## src/common/atco_pkg.sv

```systemverilog
package atco_pkg;

  // ----------------------------------------------------------------
  // Register map (byte addresses, one aligned word each)
  // ----------------------------------------------------------------
  localparam logic [7:0] ATCO_OFS_CLK_SEL = 8'h00;
  localparam logic [7:0] ATCO_OFS_CTRL0 = 8'h04;
  localparam logic [7:0] ATCO_OFS_CTRL1 = 8'h08;
  localparam logic [7:0] ATCO_OFS_SIG_SEL = 8'h0C;
  localparam logic [7:0] ATCO_OFS_MISS_HIGH = 8'h10;
  localparam logic [7:0] ATCO_OFS_MISS_LOW = 8'h14;
  localparam logic [7:0] ATCO_OFS_PERIOD = 8'h18;

  // ----------------------------------------------------------------
  // Field positions
  // ----------------------------------------------------------------
  localparam int ATCO_CLK_SRC_BIT = 0;
  localparam int ATCO_EN_BIT = 7;
  localparam int ATCO_PS_LSB = 0;
  localparam int ATCO_PHP_BIT = 3;
  localparam int ATCO_PRP_BIT = 2;
  localparam int ATCO_MPP_BIT = 1;
  localparam int ATCO_VALID_BIT = 0;
  localparam int ATCO_SIG_SEL_W = 2;

  // ----------------------------------------------------------------
  // Reset values and timing figures
  // ----------------------------------------------------------------
  localparam logic [15:0] ATCO_MISS_RESET = 16'h0000;
  localparam logic [1:0] ATCO_EDGES_TO_VALID = 2'h3;
  localparam int ATCO_FAST_OSC_MHZ = 16;
  localparam int ATCO_PHASE_SHIFT = 4;

  // Clock source codes
  localparam logic ATCO_SRC_SYS = 1'b0;
  localparam logic ATCO_SRC_FAST = 1'b1;

  // Software configuration carried as one bundle
  typedef struct packed {
    logic clock_source_select;
    logic enable;
    logic [1:0] prescale_select;
    logic phase_clock_polarity;
    logic period_clock_polarity;
    logic missed_pulse_polarity;
    logic [ATCO_SIG_SEL_W-1:0] signal_source_select;
  } atco_cfg_t;

  // Validity tracking states
  typedef enum logic [2:0] {
    ATCO_ST_IDLE = 3'b001,
    ATCO_ST_LEARN = 3'b010,
    ATCO_ST_RUN = 3'b100
  } atco_state_t;

endpackage

```

## src/rtl/atco_top.sv

```systemverilog
module atco_top
  import atco_pkg::*;
#(
  parameter int NUM_SIG = 4,
  parameter int CNT_W = 16
)
(
  input wire logic clk,
  input wire logic rst,
  input wire logic [7:0] paddr,
  input wire logic psel,
  input wire logic penable,
  input wire logic pwrite,
  input wire logic [31:0] pwdata,
  output logic [31:0] prdata,
  output logic pready,
  output logic pslverr,
  input wire logic fast_osc_in,
  input wire logic [NUM_SIG-1:0] sig_in,
  output logic phase_clock_out,
  output logic period_clock_out,
  output logic missed_pulse_out
);

  // ----------------------------------------------------------------
  // Input synchronisers
  // ----------------------------------------------------------------
  logic [NUM_SIG:0] raw_in;
  logic [2:0] sync_reg [NUM_SIG+1];
  logic [NUM_SIG:0] level_reg, level_next;

  // Oscillator rides as the top channel; only edges slower than clk/2 count
  assign raw_in = {fast_osc_in, sig_in};

  // Three stages per input; a change counts once stages two and three agree
  for (genvar gi = 0; gi <= NUM_SIG; gi++)
  begin : g_sync
    always_comb
    begin
      level_next[gi] = level_reg[gi];
      if (sync_reg[gi][1] == sync_reg[gi][2])
        level_next[gi] = sync_reg[gi][2];
    end
    always_ff @(posedge clk or posedge rst)
    begin
      if (rst)
      begin
        sync_reg[gi] <= 3'h0;
        level_reg[gi] <= 1'b0;
      end
      else
      begin
        sync_reg[gi] <= {sync_reg[gi][1:0], raw_in[gi]};
        level_reg[gi] <= level_next[gi];
      end
    end
  end

  // ----------------------------------------------------------------
  // APB register file
  // ----------------------------------------------------------------
  atco_cfg_t cfg_reg, cfg_next;
  logic [7:0] miss_hold_reg, miss_hold_next;
  logic [15:0] miss_delay_reg, miss_delay_next;
  logic [31:0] prdata_reg, prdata_next;
  logic pready_reg, pready_next;
  logic pslverr_reg, pslverr_next;
  logic valid;
  logic [CNT_W-1:0] period_reg;

  // Answer one cycle after setup: pready rises in the first access cycle
  always_comb
  begin
    logic setup;
    logic done;
    logic hit;
    setup = psel && !penable && !pready_reg;
    done = psel && penable && pready_reg && pwrite;
    hit = 1'b1;
    cfg_next = cfg_reg;
    miss_hold_next = miss_hold_reg;
    miss_delay_next = miss_delay_reg;
    prdata_next = prdata_reg;
    pready_next = setup;
    pslverr_next = 1'b0;
    if (setup)
    begin
      prdata_next = 32'h0000_0000;
      unique case (paddr)
        ATCO_OFS_CLK_SEL:
          prdata_next[ATCO_CLK_SRC_BIT] = cfg_reg.clock_source_select;
        ATCO_OFS_CTRL0:
        begin
          prdata_next[ATCO_EN_BIT] = cfg_reg.enable;
          prdata_next[ATCO_PS_LSB +: 2] = cfg_reg.prescale_select;
        end
        ATCO_OFS_CTRL1:
        begin
          prdata_next[ATCO_PHP_BIT] = cfg_reg.phase_clock_polarity;
          prdata_next[ATCO_PRP_BIT] = cfg_reg.period_clock_polarity;
          prdata_next[ATCO_MPP_BIT] = cfg_reg.missed_pulse_polarity;
          prdata_next[ATCO_VALID_BIT] = valid;
        end
        ATCO_OFS_SIG_SEL:
          prdata_next[ATCO_SIG_SEL_W-1:0] = cfg_reg.signal_source_select;
        ATCO_OFS_MISS_HIGH:
          prdata_next[7:0] = miss_hold_reg;
        ATCO_OFS_MISS_LOW:
          prdata_next[7:0] = miss_delay_reg[7:0];
        ATCO_OFS_PERIOD:
          prdata_next[CNT_W-1:0] = period_reg;
        default:
          hit = 1'b0;
      endcase
      pslverr_next = !hit;
    end
    if (done)
    begin
      unique case (paddr)
        ATCO_OFS_CLK_SEL:
          cfg_next.clock_source_select = pwdata[ATCO_CLK_SRC_BIT];
        ATCO_OFS_CTRL0:
        begin
          cfg_next.enable = pwdata[ATCO_EN_BIT];
          cfg_next.prescale_select = pwdata[ATCO_PS_LSB +: 2];
        end
        ATCO_OFS_CTRL1:
        begin
          cfg_next.phase_clock_polarity = pwdata[ATCO_PHP_BIT];
          cfg_next.period_clock_polarity = pwdata[ATCO_PRP_BIT];
          cfg_next.missed_pulse_polarity = pwdata[ATCO_MPP_BIT];
        end
        ATCO_OFS_SIG_SEL:
          cfg_next.signal_source_select =
            pwdata[ATCO_SIG_SEL_W-1:0];
        ATCO_OFS_MISS_HIGH:
          miss_hold_next = pwdata[7:0];
        ATCO_OFS_MISS_LOW:
          miss_delay_next = {miss_hold_reg, pwdata[7:0]};
        default:
          cfg_next = cfg_reg;
      endcase
    end
  end

  // A write lands at the edge that samples pready high, never at setup
  always_ff @(posedge clk or posedge rst)
  begin
    if (rst)
    begin
      cfg_reg <= '0;
      miss_hold_reg <= ATCO_MISS_RESET[15:8];
      miss_delay_reg <= ATCO_MISS_RESET;
      prdata_reg <= 32'h0000_0000;
      pready_reg <= 1'b0;
      pslverr_reg <= 1'b0;
    end
    else
    begin
      cfg_reg <= cfg_next;
      miss_hold_reg <= miss_hold_next;
      miss_delay_reg <= miss_delay_next;
      prdata_reg <= prdata_next;
      pready_reg <= pready_next;
      pslverr_reg <= pslverr_next;
    end
  end

  assign prdata = prdata_reg;
  assign pready = pready_reg;
  assign pslverr = pslverr_reg;

  // ----------------------------------------------------------------
  // Clock source, prescaler and timer core
  // ----------------------------------------------------------------
  logic src_pulse;
  logic [2:0] ps_cnt_reg, ps_cnt_next;
  logic tick;
  logic sig_sel_level;
  logic sig_prev_reg, sig_prev_next;
  logic edge_pend_reg, edge_pend_next;
  logic [CNT_W-1:0] cnt_reg, cnt_next, period_next;
  logic [CNT_W-1:0] phase_cnt_reg, phase_cnt_next;
  logic [1:0] edge_cnt_reg, edge_cnt_next;
  logic missed_reg, missed_next;
  logic phs_pulse_reg, phs_pulse_next;
  logic per_pulse_reg, per_pulse_next;
  atco_state_t state_reg, state_next;
  logic phs_out_reg, phs_out_next;
  logic per_out_reg, per_out_next;
  logic mis_out_reg, mis_out_next;

  // Source enable: every clk cycle, or each rising edge of the oscillator
  assign src_pulse = (cfg_reg.clock_source_select == ATCO_SRC_SYS) ? 1'b1 :
                     (level_next[NUM_SIG] && !level_reg[NUM_SIG]);
  assign sig_sel_level = level_reg[cfg_reg.signal_source_select];
  assign valid = (state_reg == ATCO_ST_RUN);

  always_comb
  begin
    logic [2:0] ps_mask;
    logic [CNT_W-1:0] diff, step;
    ps_mask = 3'((4'h1 << cfg_reg.prescale_select) - 4'h1);
    diff = cnt_reg - period_reg;
    step = period_reg >> ATCO_PHASE_SHIFT;
    ps_cnt_next = ps_cnt_reg;
    tick = 1'b0;
    sig_prev_next = sig_sel_level;
    edge_pend_next = edge_pend_reg;
    cnt_next = cnt_reg;
    period_next = period_reg;
    phase_cnt_next = phase_cnt_reg;
    edge_cnt_next = edge_cnt_reg;
    missed_next = missed_reg;
    phs_pulse_next = 1'b0;
    per_pulse_next = 1'b0;
    state_next = state_reg;
    // Divide the source enable; only a tick moves the timer
    if (src_pulse)
    begin
      if ((ps_cnt_reg & ps_mask) == ps_mask)
      begin
        ps_cnt_next = 3'h0;
        tick = 1'b1;
      end
      else
        ps_cnt_next = ps_cnt_reg + 3'h1;
    end
    if (tick)
    begin
      cnt_next = cnt_reg + 1'b1;
      phase_cnt_next = phase_cnt_reg + 1'b1;
      if (phase_cnt_reg >= step && step != '0)
      begin
        phase_cnt_next = '0;
        phs_pulse_next = 1'b1;
      end
      if ($signed(diff) == $signed(miss_delay_reg))
        missed_next = 1'b1;
      if (edge_pend_reg)
      begin
        period_next = cnt_reg;
        cnt_next = '0;
        phase_cnt_next = '0;
        missed_next = 1'b0;
        per_pulse_next = 1'b1;
        if (edge_cnt_reg != ATCO_EDGES_TO_VALID)
          edge_cnt_next = edge_cnt_reg + 2'h1;
      end
    end
    // A new edge is never lost against the tick that consumes the old one
    if (tick && edge_pend_reg)
      edge_pend_next = 1'b0;
    if (sig_sel_level && !sig_prev_reg)
      edge_pend_next = 1'b1;
    // Validity: three edges with a non-zero period, cleared on disable
    unique case (state_reg)
      ATCO_ST_IDLE:
      begin
        edge_cnt_next = 2'h0;
        if (cfg_reg.enable)
          state_next = ATCO_ST_LEARN;
      end
      ATCO_ST_LEARN:
        if (!cfg_reg.enable)
          state_next = ATCO_ST_IDLE;
        else if (edge_cnt_reg == ATCO_EDGES_TO_VALID && period_reg != '0)
          state_next = ATCO_ST_RUN;
      ATCO_ST_RUN:
        if (!cfg_reg.enable || period_reg == '0)
          state_next = ATCO_ST_IDLE;
      default:
        state_next = ATCO_ST_IDLE;
    endcase
    // Inactive level equals the polarity bit while not valid
    phs_out_next = (valid && phs_pulse_reg) ^
                   cfg_reg.phase_clock_polarity;
    per_out_next = (valid && per_pulse_reg) ^
                   cfg_reg.period_clock_polarity;
    mis_out_next = (valid && missed_reg) ^
                   cfg_reg.missed_pulse_polarity;
  end

  // Timer state registers
  always_ff @(posedge clk or posedge rst)
  begin
    if (rst)
    begin
      ps_cnt_reg <= 3'h0;
      sig_prev_reg <= 1'b0;
      edge_pend_reg <= 1'b0;
      cnt_reg <= '0;
      period_reg <= '0;
      phase_cnt_reg <= '0;
      edge_cnt_reg <= 2'h0;
      missed_reg <= 1'b0;
      phs_pulse_reg <= 1'b0;
      per_pulse_reg <= 1'b0;
      state_reg <= ATCO_ST_IDLE;
      phs_out_reg <= 1'b0;
      per_out_reg <= 1'b0;
      mis_out_reg <= 1'b0;
    end
    else
    begin
      ps_cnt_reg <= ps_cnt_next;
      sig_prev_reg <= sig_prev_next;
      edge_pend_reg <= edge_pend_next;
      cnt_reg <= cnt_next;
      period_reg <= period_next;
      phase_cnt_reg <= phase_cnt_next;
      edge_cnt_reg <= edge_cnt_next;
      missed_reg <= missed_next;
      phs_pulse_reg <= phs_pulse_next;
      per_pulse_reg <= per_pulse_next;
      state_reg <= state_next;
      phs_out_reg <= phs_out_next;
      per_out_reg <= per_out_next;
      mis_out_reg <= mis_out_next;
    end
  end

  assign phase_clock_out = phs_out_reg;
  assign period_clock_out = per_out_reg;
  assign missed_pulse_out = mis_out_reg;

endmodule

```

## config.mk

```make
export PLATFORM = sky130hd
export DESIGN_NAME = atco_top
export DESIGN_NICKNAME = d
export VERILOG_FILES = /design/src/common/atco_pkg.sv /design/src/rtl/atco_top.sv
export SDC_FILE = /design/constraint.sdc
export NUM_CORES = 1
export LEC_CHECK = 0
export BUFFER_PORTS_ARGS = -buffer_cell sky130_fd_sc_hd__buf_2
export CAP_MARGIN = 10
export CORE_MARGIN = 2
export CORE_UTILIZATION = 60
export DETAILED_ROUTE_END_ITERATION = 10
export HOLD_SLACK_MARGIN = 0.12
export PLACE_DENSITY = 0.85
export SYNTH_ARGS = -nofsm -noshare
export SYNTH_HDL_FRONTEND = slang
export SYNTH_SLANG_ARGS = --single-unit
```

## constraint.sdc

```tcl
create_clock -name clk -period 6.1 [get_ports clk]
set_input_delay 0.61 -clock clk [delete_from_list [all_inputs] [get_ports clk]]
set_output_delay 0.61 -clock clk [all_outputs]
set_load 0.005 [all_outputs]
```

==> results of run 1 <==
cells in the final DEF, fill, tap and decap left out, drive strengths merged, types with 5 or more instances in the layout:
cell type  instances
dfrtp            134
nand2            101
o21ai             77
buf               48
nor2              47
inv               35
mux2              35
ha                31
a21oi             30
xnor2             24
clkbuf            19
nand3             18
conb              16
and3              15
nor3              14
xor2              14
nor4              11
a22o              11
nand2b             8
nand4              8
mux2i              8
a21o               7
o21a               7
bufinv             6
a31oi              5
maj3               5
o31ai              5
nor2b              5
or4                5
cell type report:
type                       instances  area [um^2]  share of cell area
sequential                       135         3380               0.411
clock inverter                    13          243              0.0295
timing repair buffer              49          253              0.0307
multi-input combinational        555         3620               0.440
tap                              147          184              0.0224
inverter                          30          118              0.0143
clock buffer                      18          429              0.0522
kinds of logic after synthesis:
| logic type | share of synthesized area |
|---|---|
| buf+inv | 0.0464 |
| flops | 0.464 |
| fa+ha+maj | 0.0629 |
| compound gates | 0.146 |
| mux | 0.0682 |
| simple gates | 0.162 |
| other cells | 0.000515 |
| xor+xnor | 0.0493 |
power groups by stage:
stage	combinational, mW	sequential [mW]	clock (mW)
2_1_floorplan	0.551	0.998	0
3_3_place_gp	0.675	1.01	0
3_5_place_dp	0.697	1.02	0
4_1_cts	0.702	1.00	1.19
5_1_grt	0.792	1.01	1.22
6_report	0.706	1.01	1.18
critical path, cell delays in order (launching register included):
cell      delay (ns)
dfrtp_1         0.42
inv_1           0.15
ha_1            0.21
fa_1            0.44
xnor2_1         0.15
nor2_1          0.19
o221ai_1        0.18
or4_1           0.50
or4_1           0.47
nor4_1          0.29
nand4_1         0.18
nand2_1         0.10
through the flow:
step | area, um^2 | hold WS (ns)
2_1_floorplan | 7330 | 0.331
3_3_place_gp | 7540 | 0.331
3_5_place_dp | 7540 | 0.337
4_1_cts | 8220 | 0.271
5_1_grt | 8220 | 0.272
6_report | 8220 | 0.283
worst max path at each step:
stage	from	endpoint	slack, ns
after global routing	cnt_reg[0]	missed_reg	2.59
after global placement	cnt_reg[0]	missed_reg	2.87
after detailed placement	cnt_reg[0]	missed_reg	2.80
final	cnt_reg[0]	missed_reg	2.76
after floorplan	rst	cfg_reg[0]	1.88
after CTS	cnt_reg[0]	missed_reg	2.78
layer usage:
layer	vias to the layer above	wire length, um	track usage
li1	2700	-	-
met1	2936	7810	0.381
met2	220	8410	0.463
met3	61	1010	0.0646
met4	0	681	0.138
met5	-	0	0
==> flow_metrics.tcl, run 1 <==
set metrics [dict create \
    status "finished clean" \
    ctsLongestPathBuffers 2 \
    period_needed_ns 3.34 \
    drtIter0Drc 482 \
    worst_slack_ns 2.76 \
    max_freq_mhz 299 \
    clkPwrFrac 0.408 \
    gp_congestion 0.934 \
    hold-path-cell-count 1 \
    design.core.area_um2 11900 \
    startpoint_type "flop" \
    grt_max_degree 84 \
    reg2regPathDepth 11 \
    r2r_slack_ns 2.76 \
    drc_errors 0 \
    netlist_top_cells_count "134 x dfrtp_1, 101 x nand2_1, 57 x o21ai_0" \
    final_layout_size_suffix_gt1_frac 0.134 \
    nNetsFinal 870 \
    cts-root-buf "clkbuf_16" \
    drv_cap 0 \
    setup_viol 0 \
    synthFlopType "dfrtp_1" \
    worstPathArrival_ns 3.71 \
    htreeDepth 4 \
    worstSetupPathType "flop to flop" \
    synth-edff-count 0 \
    stdcell_count 947 \
    pwr-share-comb 0.244 \
    clock_sinks 135 \
    seqPwrFrac 0.348 \
    yosysWarningCount 0 \
    final_util 0.690 \
    tightestPinTransition_ns 1.08 \
    area_delta_synth_final_pct 13.0 \
    total_power_mw 2.89 \
    vias_per_cell 6.25 \
    synthCells 745 \
    place_inst 915 \
    ys_seq_elements 135 \
    setup_tns_ns 0 \
    place_ws_ns 2.80 \
    synth.avg_cell_area_um2 9.77 \
    avgRoutedWirePerCell_um 18.9 \
    cts_setup_buffers 0 \
    ys_seq_area_frac 0.464 \
    cts_made_buffers 17 \
    rsz0062_at_grt "false" \
    p_per_area_nw_per_um2 352 \
    insertion_delay_ns 0.43 \
    drt_first_pass_iters 5 \
    maxSlewHeadroom 0.280 \
    netlist.area_leader.share 0.461 \
    io_buffers 46 \
    synth.top_cells.by_area "dfrtp_1 46%, ha_1 5.3%, nand2_1 5.2%" \
    end_kind "flop" \
    grt_overflow 0 \
    drv_slew 0 \
    grt_pass1_vias 5744 \
    track_usage 0.291 \
    ir_drop_uv 239 \
    cts_tree "done" \
    min_to "sync_reg[12]" \
    holdBufCountCts 0 \
    p_sw_mw 0.863 \
    n_antenna_cell 0 \
    clk_pin_slew_ns 0.06 \
    clock_skew_ns 0.00538 \
    final_antenna_net_count 0 \
    ys_types 67 \
    routed_wl_um 17900 \
    die_width_um 114 \
    reg2reg_from "cnt_reg[0]" \
    start_util 0.611 \
    worstHoldPathType "primary input to flop" \
    ioPinCount 87 \
    finalHoldViolCount 0 \
    fin_crit_sh 0.548 \
    num_vias 5917 \
    die_height_um 114 \
    async_flop_share 1.00 \
    internal_power_mw 2.03 \
    synthesis.area_um2 7280 \
    dp_hpwl_um 12700 \
    rows 40 \
    leakage_nw 3.87 \
    critPathRequiredTime_ns 6.47 \
    antenna_found_initial 0 \
    hold_path_startpoint "sig_in[0]" \
    grt_pass1_wl_um 29200 \
    r2r-end "missed_reg" \
    die_area_um2 13000 \
    post-synth-top-count-cell "dfrtp_1" \
    nFillCells 888 \
    switching_share 0.298 \
    post_cts_resized 0 \
    synth_top_area_cell "dfrtp_1" \
    crit_path_max_fanout 4 \
]
Note: power is estimated with default switching activity, not from simulation.
==> run 2: changes to the inputs <==
--- a/config.mk
+++ b/config.mk
@@ -8,10 +8,10 @@
 export BUFFER_PORTS_ARGS = -buffer_cell sky130_fd_sc_hd__buf_2
 export CAP_MARGIN = 10
 export CORE_MARGIN = 2
-export CORE_UTILIZATION = 60
+export CORE_UTILIZATION = 53
 export DETAILED_ROUTE_END_ITERATION = 10
 export HOLD_SLACK_MARGIN = 0.12
-export PLACE_DENSITY = 0.85
+export PLACE_DENSITY = 0.8
 export SYNTH_ARGS = -nofsm -noshare
 export SYNTH_HDL_FRONTEND = slang
 export SYNTH_SLANG_ARGS = --single-unit
==> constraint.sdc (replaced) <==
create_clock -name clk -period 2.7 [get_ports clk]
set_input_delay 0.27 -clock clk [delete_from_list [all_inputs] [get_ports clk]]
set_output_delay 0.27 -clock clk [all_outputs]
set_load 0.005 [all_outputs]
==> run 2 against run 1 <==
Against the previous run: the flow now finishes with violations (setup timing); count of clock-buffer cells in the layout down 1; critical path depth down 1; clock power up 100%; register-to-register slack worse by 2.8 ns; cell count up 8.7%; non-clock buffer count up 52; global-route usage down 3.4 points; die area up 13%; setup slack worse by 2.8 ns; final area up 5.8%; critical path type unchanged; critical endpoint unchanged; largest cell class unchanged.
==> flow_metrics.tcl, run 2 (synthesis gave the netlist of run 1 again) <==
set metrics [dict create \
    cpPeakStageDelay_ns 0.47 \
    ioPinCount 87 \
    setup_viol 1 \
    r2r-end "missed_reg" \
    drv_cap 0 \
    worst_slack_ns -0.0715 \
    hold-path-cell-count 2 \
    crit_path_max_fanout 2 \
    htreeDepth 4 \
    status "complete, but fails checks" \
    final_util 0.651 \
    area_delta_synth_final_pct 19.5 \
    violations "setup timing" \
    place_ws_ns -0.171 \
    maxSlewHeadroom 0.512 \
    num_vias 6030 \
    cts_setup_buffers 0 \
    die_width_um 121 \
    drc_errors 0 \
    vias_per_cell 5.86 \
    final_cell_mix "134 x dfrtp_1, 101 x nand2_1, 57 x o21ai_0" \
    drt_first_pass_iters 5 \
    cts_made_buffers 17 \
    grt_overflow 0 \
    total_power_mw 6.49 \
    grt_pass1_wl_um 28800 \
    insertion_delay_ns 0.43 \
    min_to "cfg_reg[1]" \
    grt_use_met2 0.390 \
    grt_max_degree 136 \
    nFillCells 1047 \
    hold_path_startpoint "pwdata[1]" \
    grt_pass1_vias 5587 \
    nNetsFinal 922 \
    worstPathArrival_ns 3.13 \
    n_antenna_cell 0 \
    die_height_um 121 \
    drtIter0Drc 555 \
    reg2reg_from "period_reg[0]" \
    design.core.area_um2 13300 \
    reg2regPathDepth 10 \
    avgRoutedWirePerCell_um 17.4 \
    worstHoldPathType "primary input to flop" \
    routed_wl_um 17900 \
    gp_congestion 0.940 \
    track_usage 0.257 \
    cts-root-buf "clkbuf_16" \
    setup_tns_ns -0.0715 \
    period_needed_ns 2.77 \
    final_antenna_net_count 0 \
    busiest_layer "met2" \
    max_freq_mhz 361 \
    finalHoldViolCount 0 \
    final_common_cell "dfrtp_1" \
    p_per_area_nw_per_um2 746 \
    end_kind "flop" \
    die_area_um2 14700 \
    antenna_found_initial 0 \
    io_buffers 46 \
    stdcell_area_um2 8700 \
    clock_skew_ns 0.00412 \
    path_buf_inv 0 \
    clk_pin_slew_ns 0.06 \
    cts_tree "done" \
    worstSetupPathType "flop to flop" \
    start_util 0.545 \
    rows 42 \
    tightestPinTransition_ns 0.733 \
    ir_drop_uv 507 \
    slowest_stage "fa_1" \
    rsz0062_at_grt "true" \
    gr-usage-met3 0.0456 \
    place_area_um2 7910 \
    final_layout_size_suffix_gt1_frac 0.186 \
    ctsLongestPathBuffers 2 \
    drv_slew 0 \
    cp.depth 10 \
    multi_input_area_um2 3690 \
    leakage_nw 4.10 \
    fin_crit_sh 1.03 \
    clock_sinks 135 \
    startpoint_type "flop" \
    r2r_slack_ns -0.07 \
    critPathRequiredTime_ns 3.06 \
    crit_family "simple AND/OR/NAND/NOR gates" \
    seq_area_um2 3380 \
    critical_path.cell_chain "ha_4, fa_1, xnor2_1, nor2_1, o221ai_1, or4_1, or4_4, nor4_4, nand4_1, nand2_1" \
    dp_hpwl_um 12600 \
    met1_usage 0.358 \
]
[run 2: worst max path at each step]
stage                  start  slack (ns)         end
5_1_grt           cnt_reg[0]       -0.20  missed_reg
3_3_place_gp      cnt_reg[0]       -0.09  missed_reg
4_1_cts        period_reg[0]       -0.21  missed_reg
2_1_floorplan     cnt_reg[0]      0.0007  missed_reg
3_5_place_dp      cnt_reg[0]       -0.17  missed_reg
6_report       period_reg[0]       -0.07  missed_reg
[run 2: cell type report]
cell class,instances,area share
Timing Repair Buffer,101,0.0786
Inverter,30,0.0134
Sequential cell,135,0.389
Multi-Input combinational cell,555,0.425
Clock buffer,17,0.0489
Tap cell,176,0.0253
Clock inverter,15,0.0204
[run 2: per-layer routing]
metal / up-vias / routed length (um)
met1: 2970 / 7950
met4: 0 / 561
li1: 2809 / -
met5: - / 0
met3: 39 / 1040
met2: 212 / 8390
[run 2: timing repair]
item,4_1_cts,5_1_grt
hold buffers,11,0
setup endpoints to repair,1,1
endpoints found under the hold margin,147,0
gates resized for setup,5,7
pin swaps,0,7
[run 2: worst reg2reg max path: stages, from the launching register on]
cell	delay, ns
dfrtp_1	0.41
ha_4	0.18
fa_1	0.47
xnor2_1	0.14
nor2_1	0.13
o221ai_1	0.12
or4_1	0.43
or4_4	0.44
nor4_4	0.14
nand4_1	0.15
nand2_1	0.09
[run 2: per-stage QoR]
stage          hold WS [ns]  cells
2_1_floorplan         0.301    760
3_3_place_gp          0.332    986
3_5_place_dp          0.337    986
4_1_cts               0.128   1029
5_1_grt               0.148   1029
6_report              0.150   1029
[run 2: report_power, final]
group	switching, mW	internal (mW)
clock network	0.917	1.45
logic	1.00	0.881
registers	0.108	2.13
total	2.03	4.46
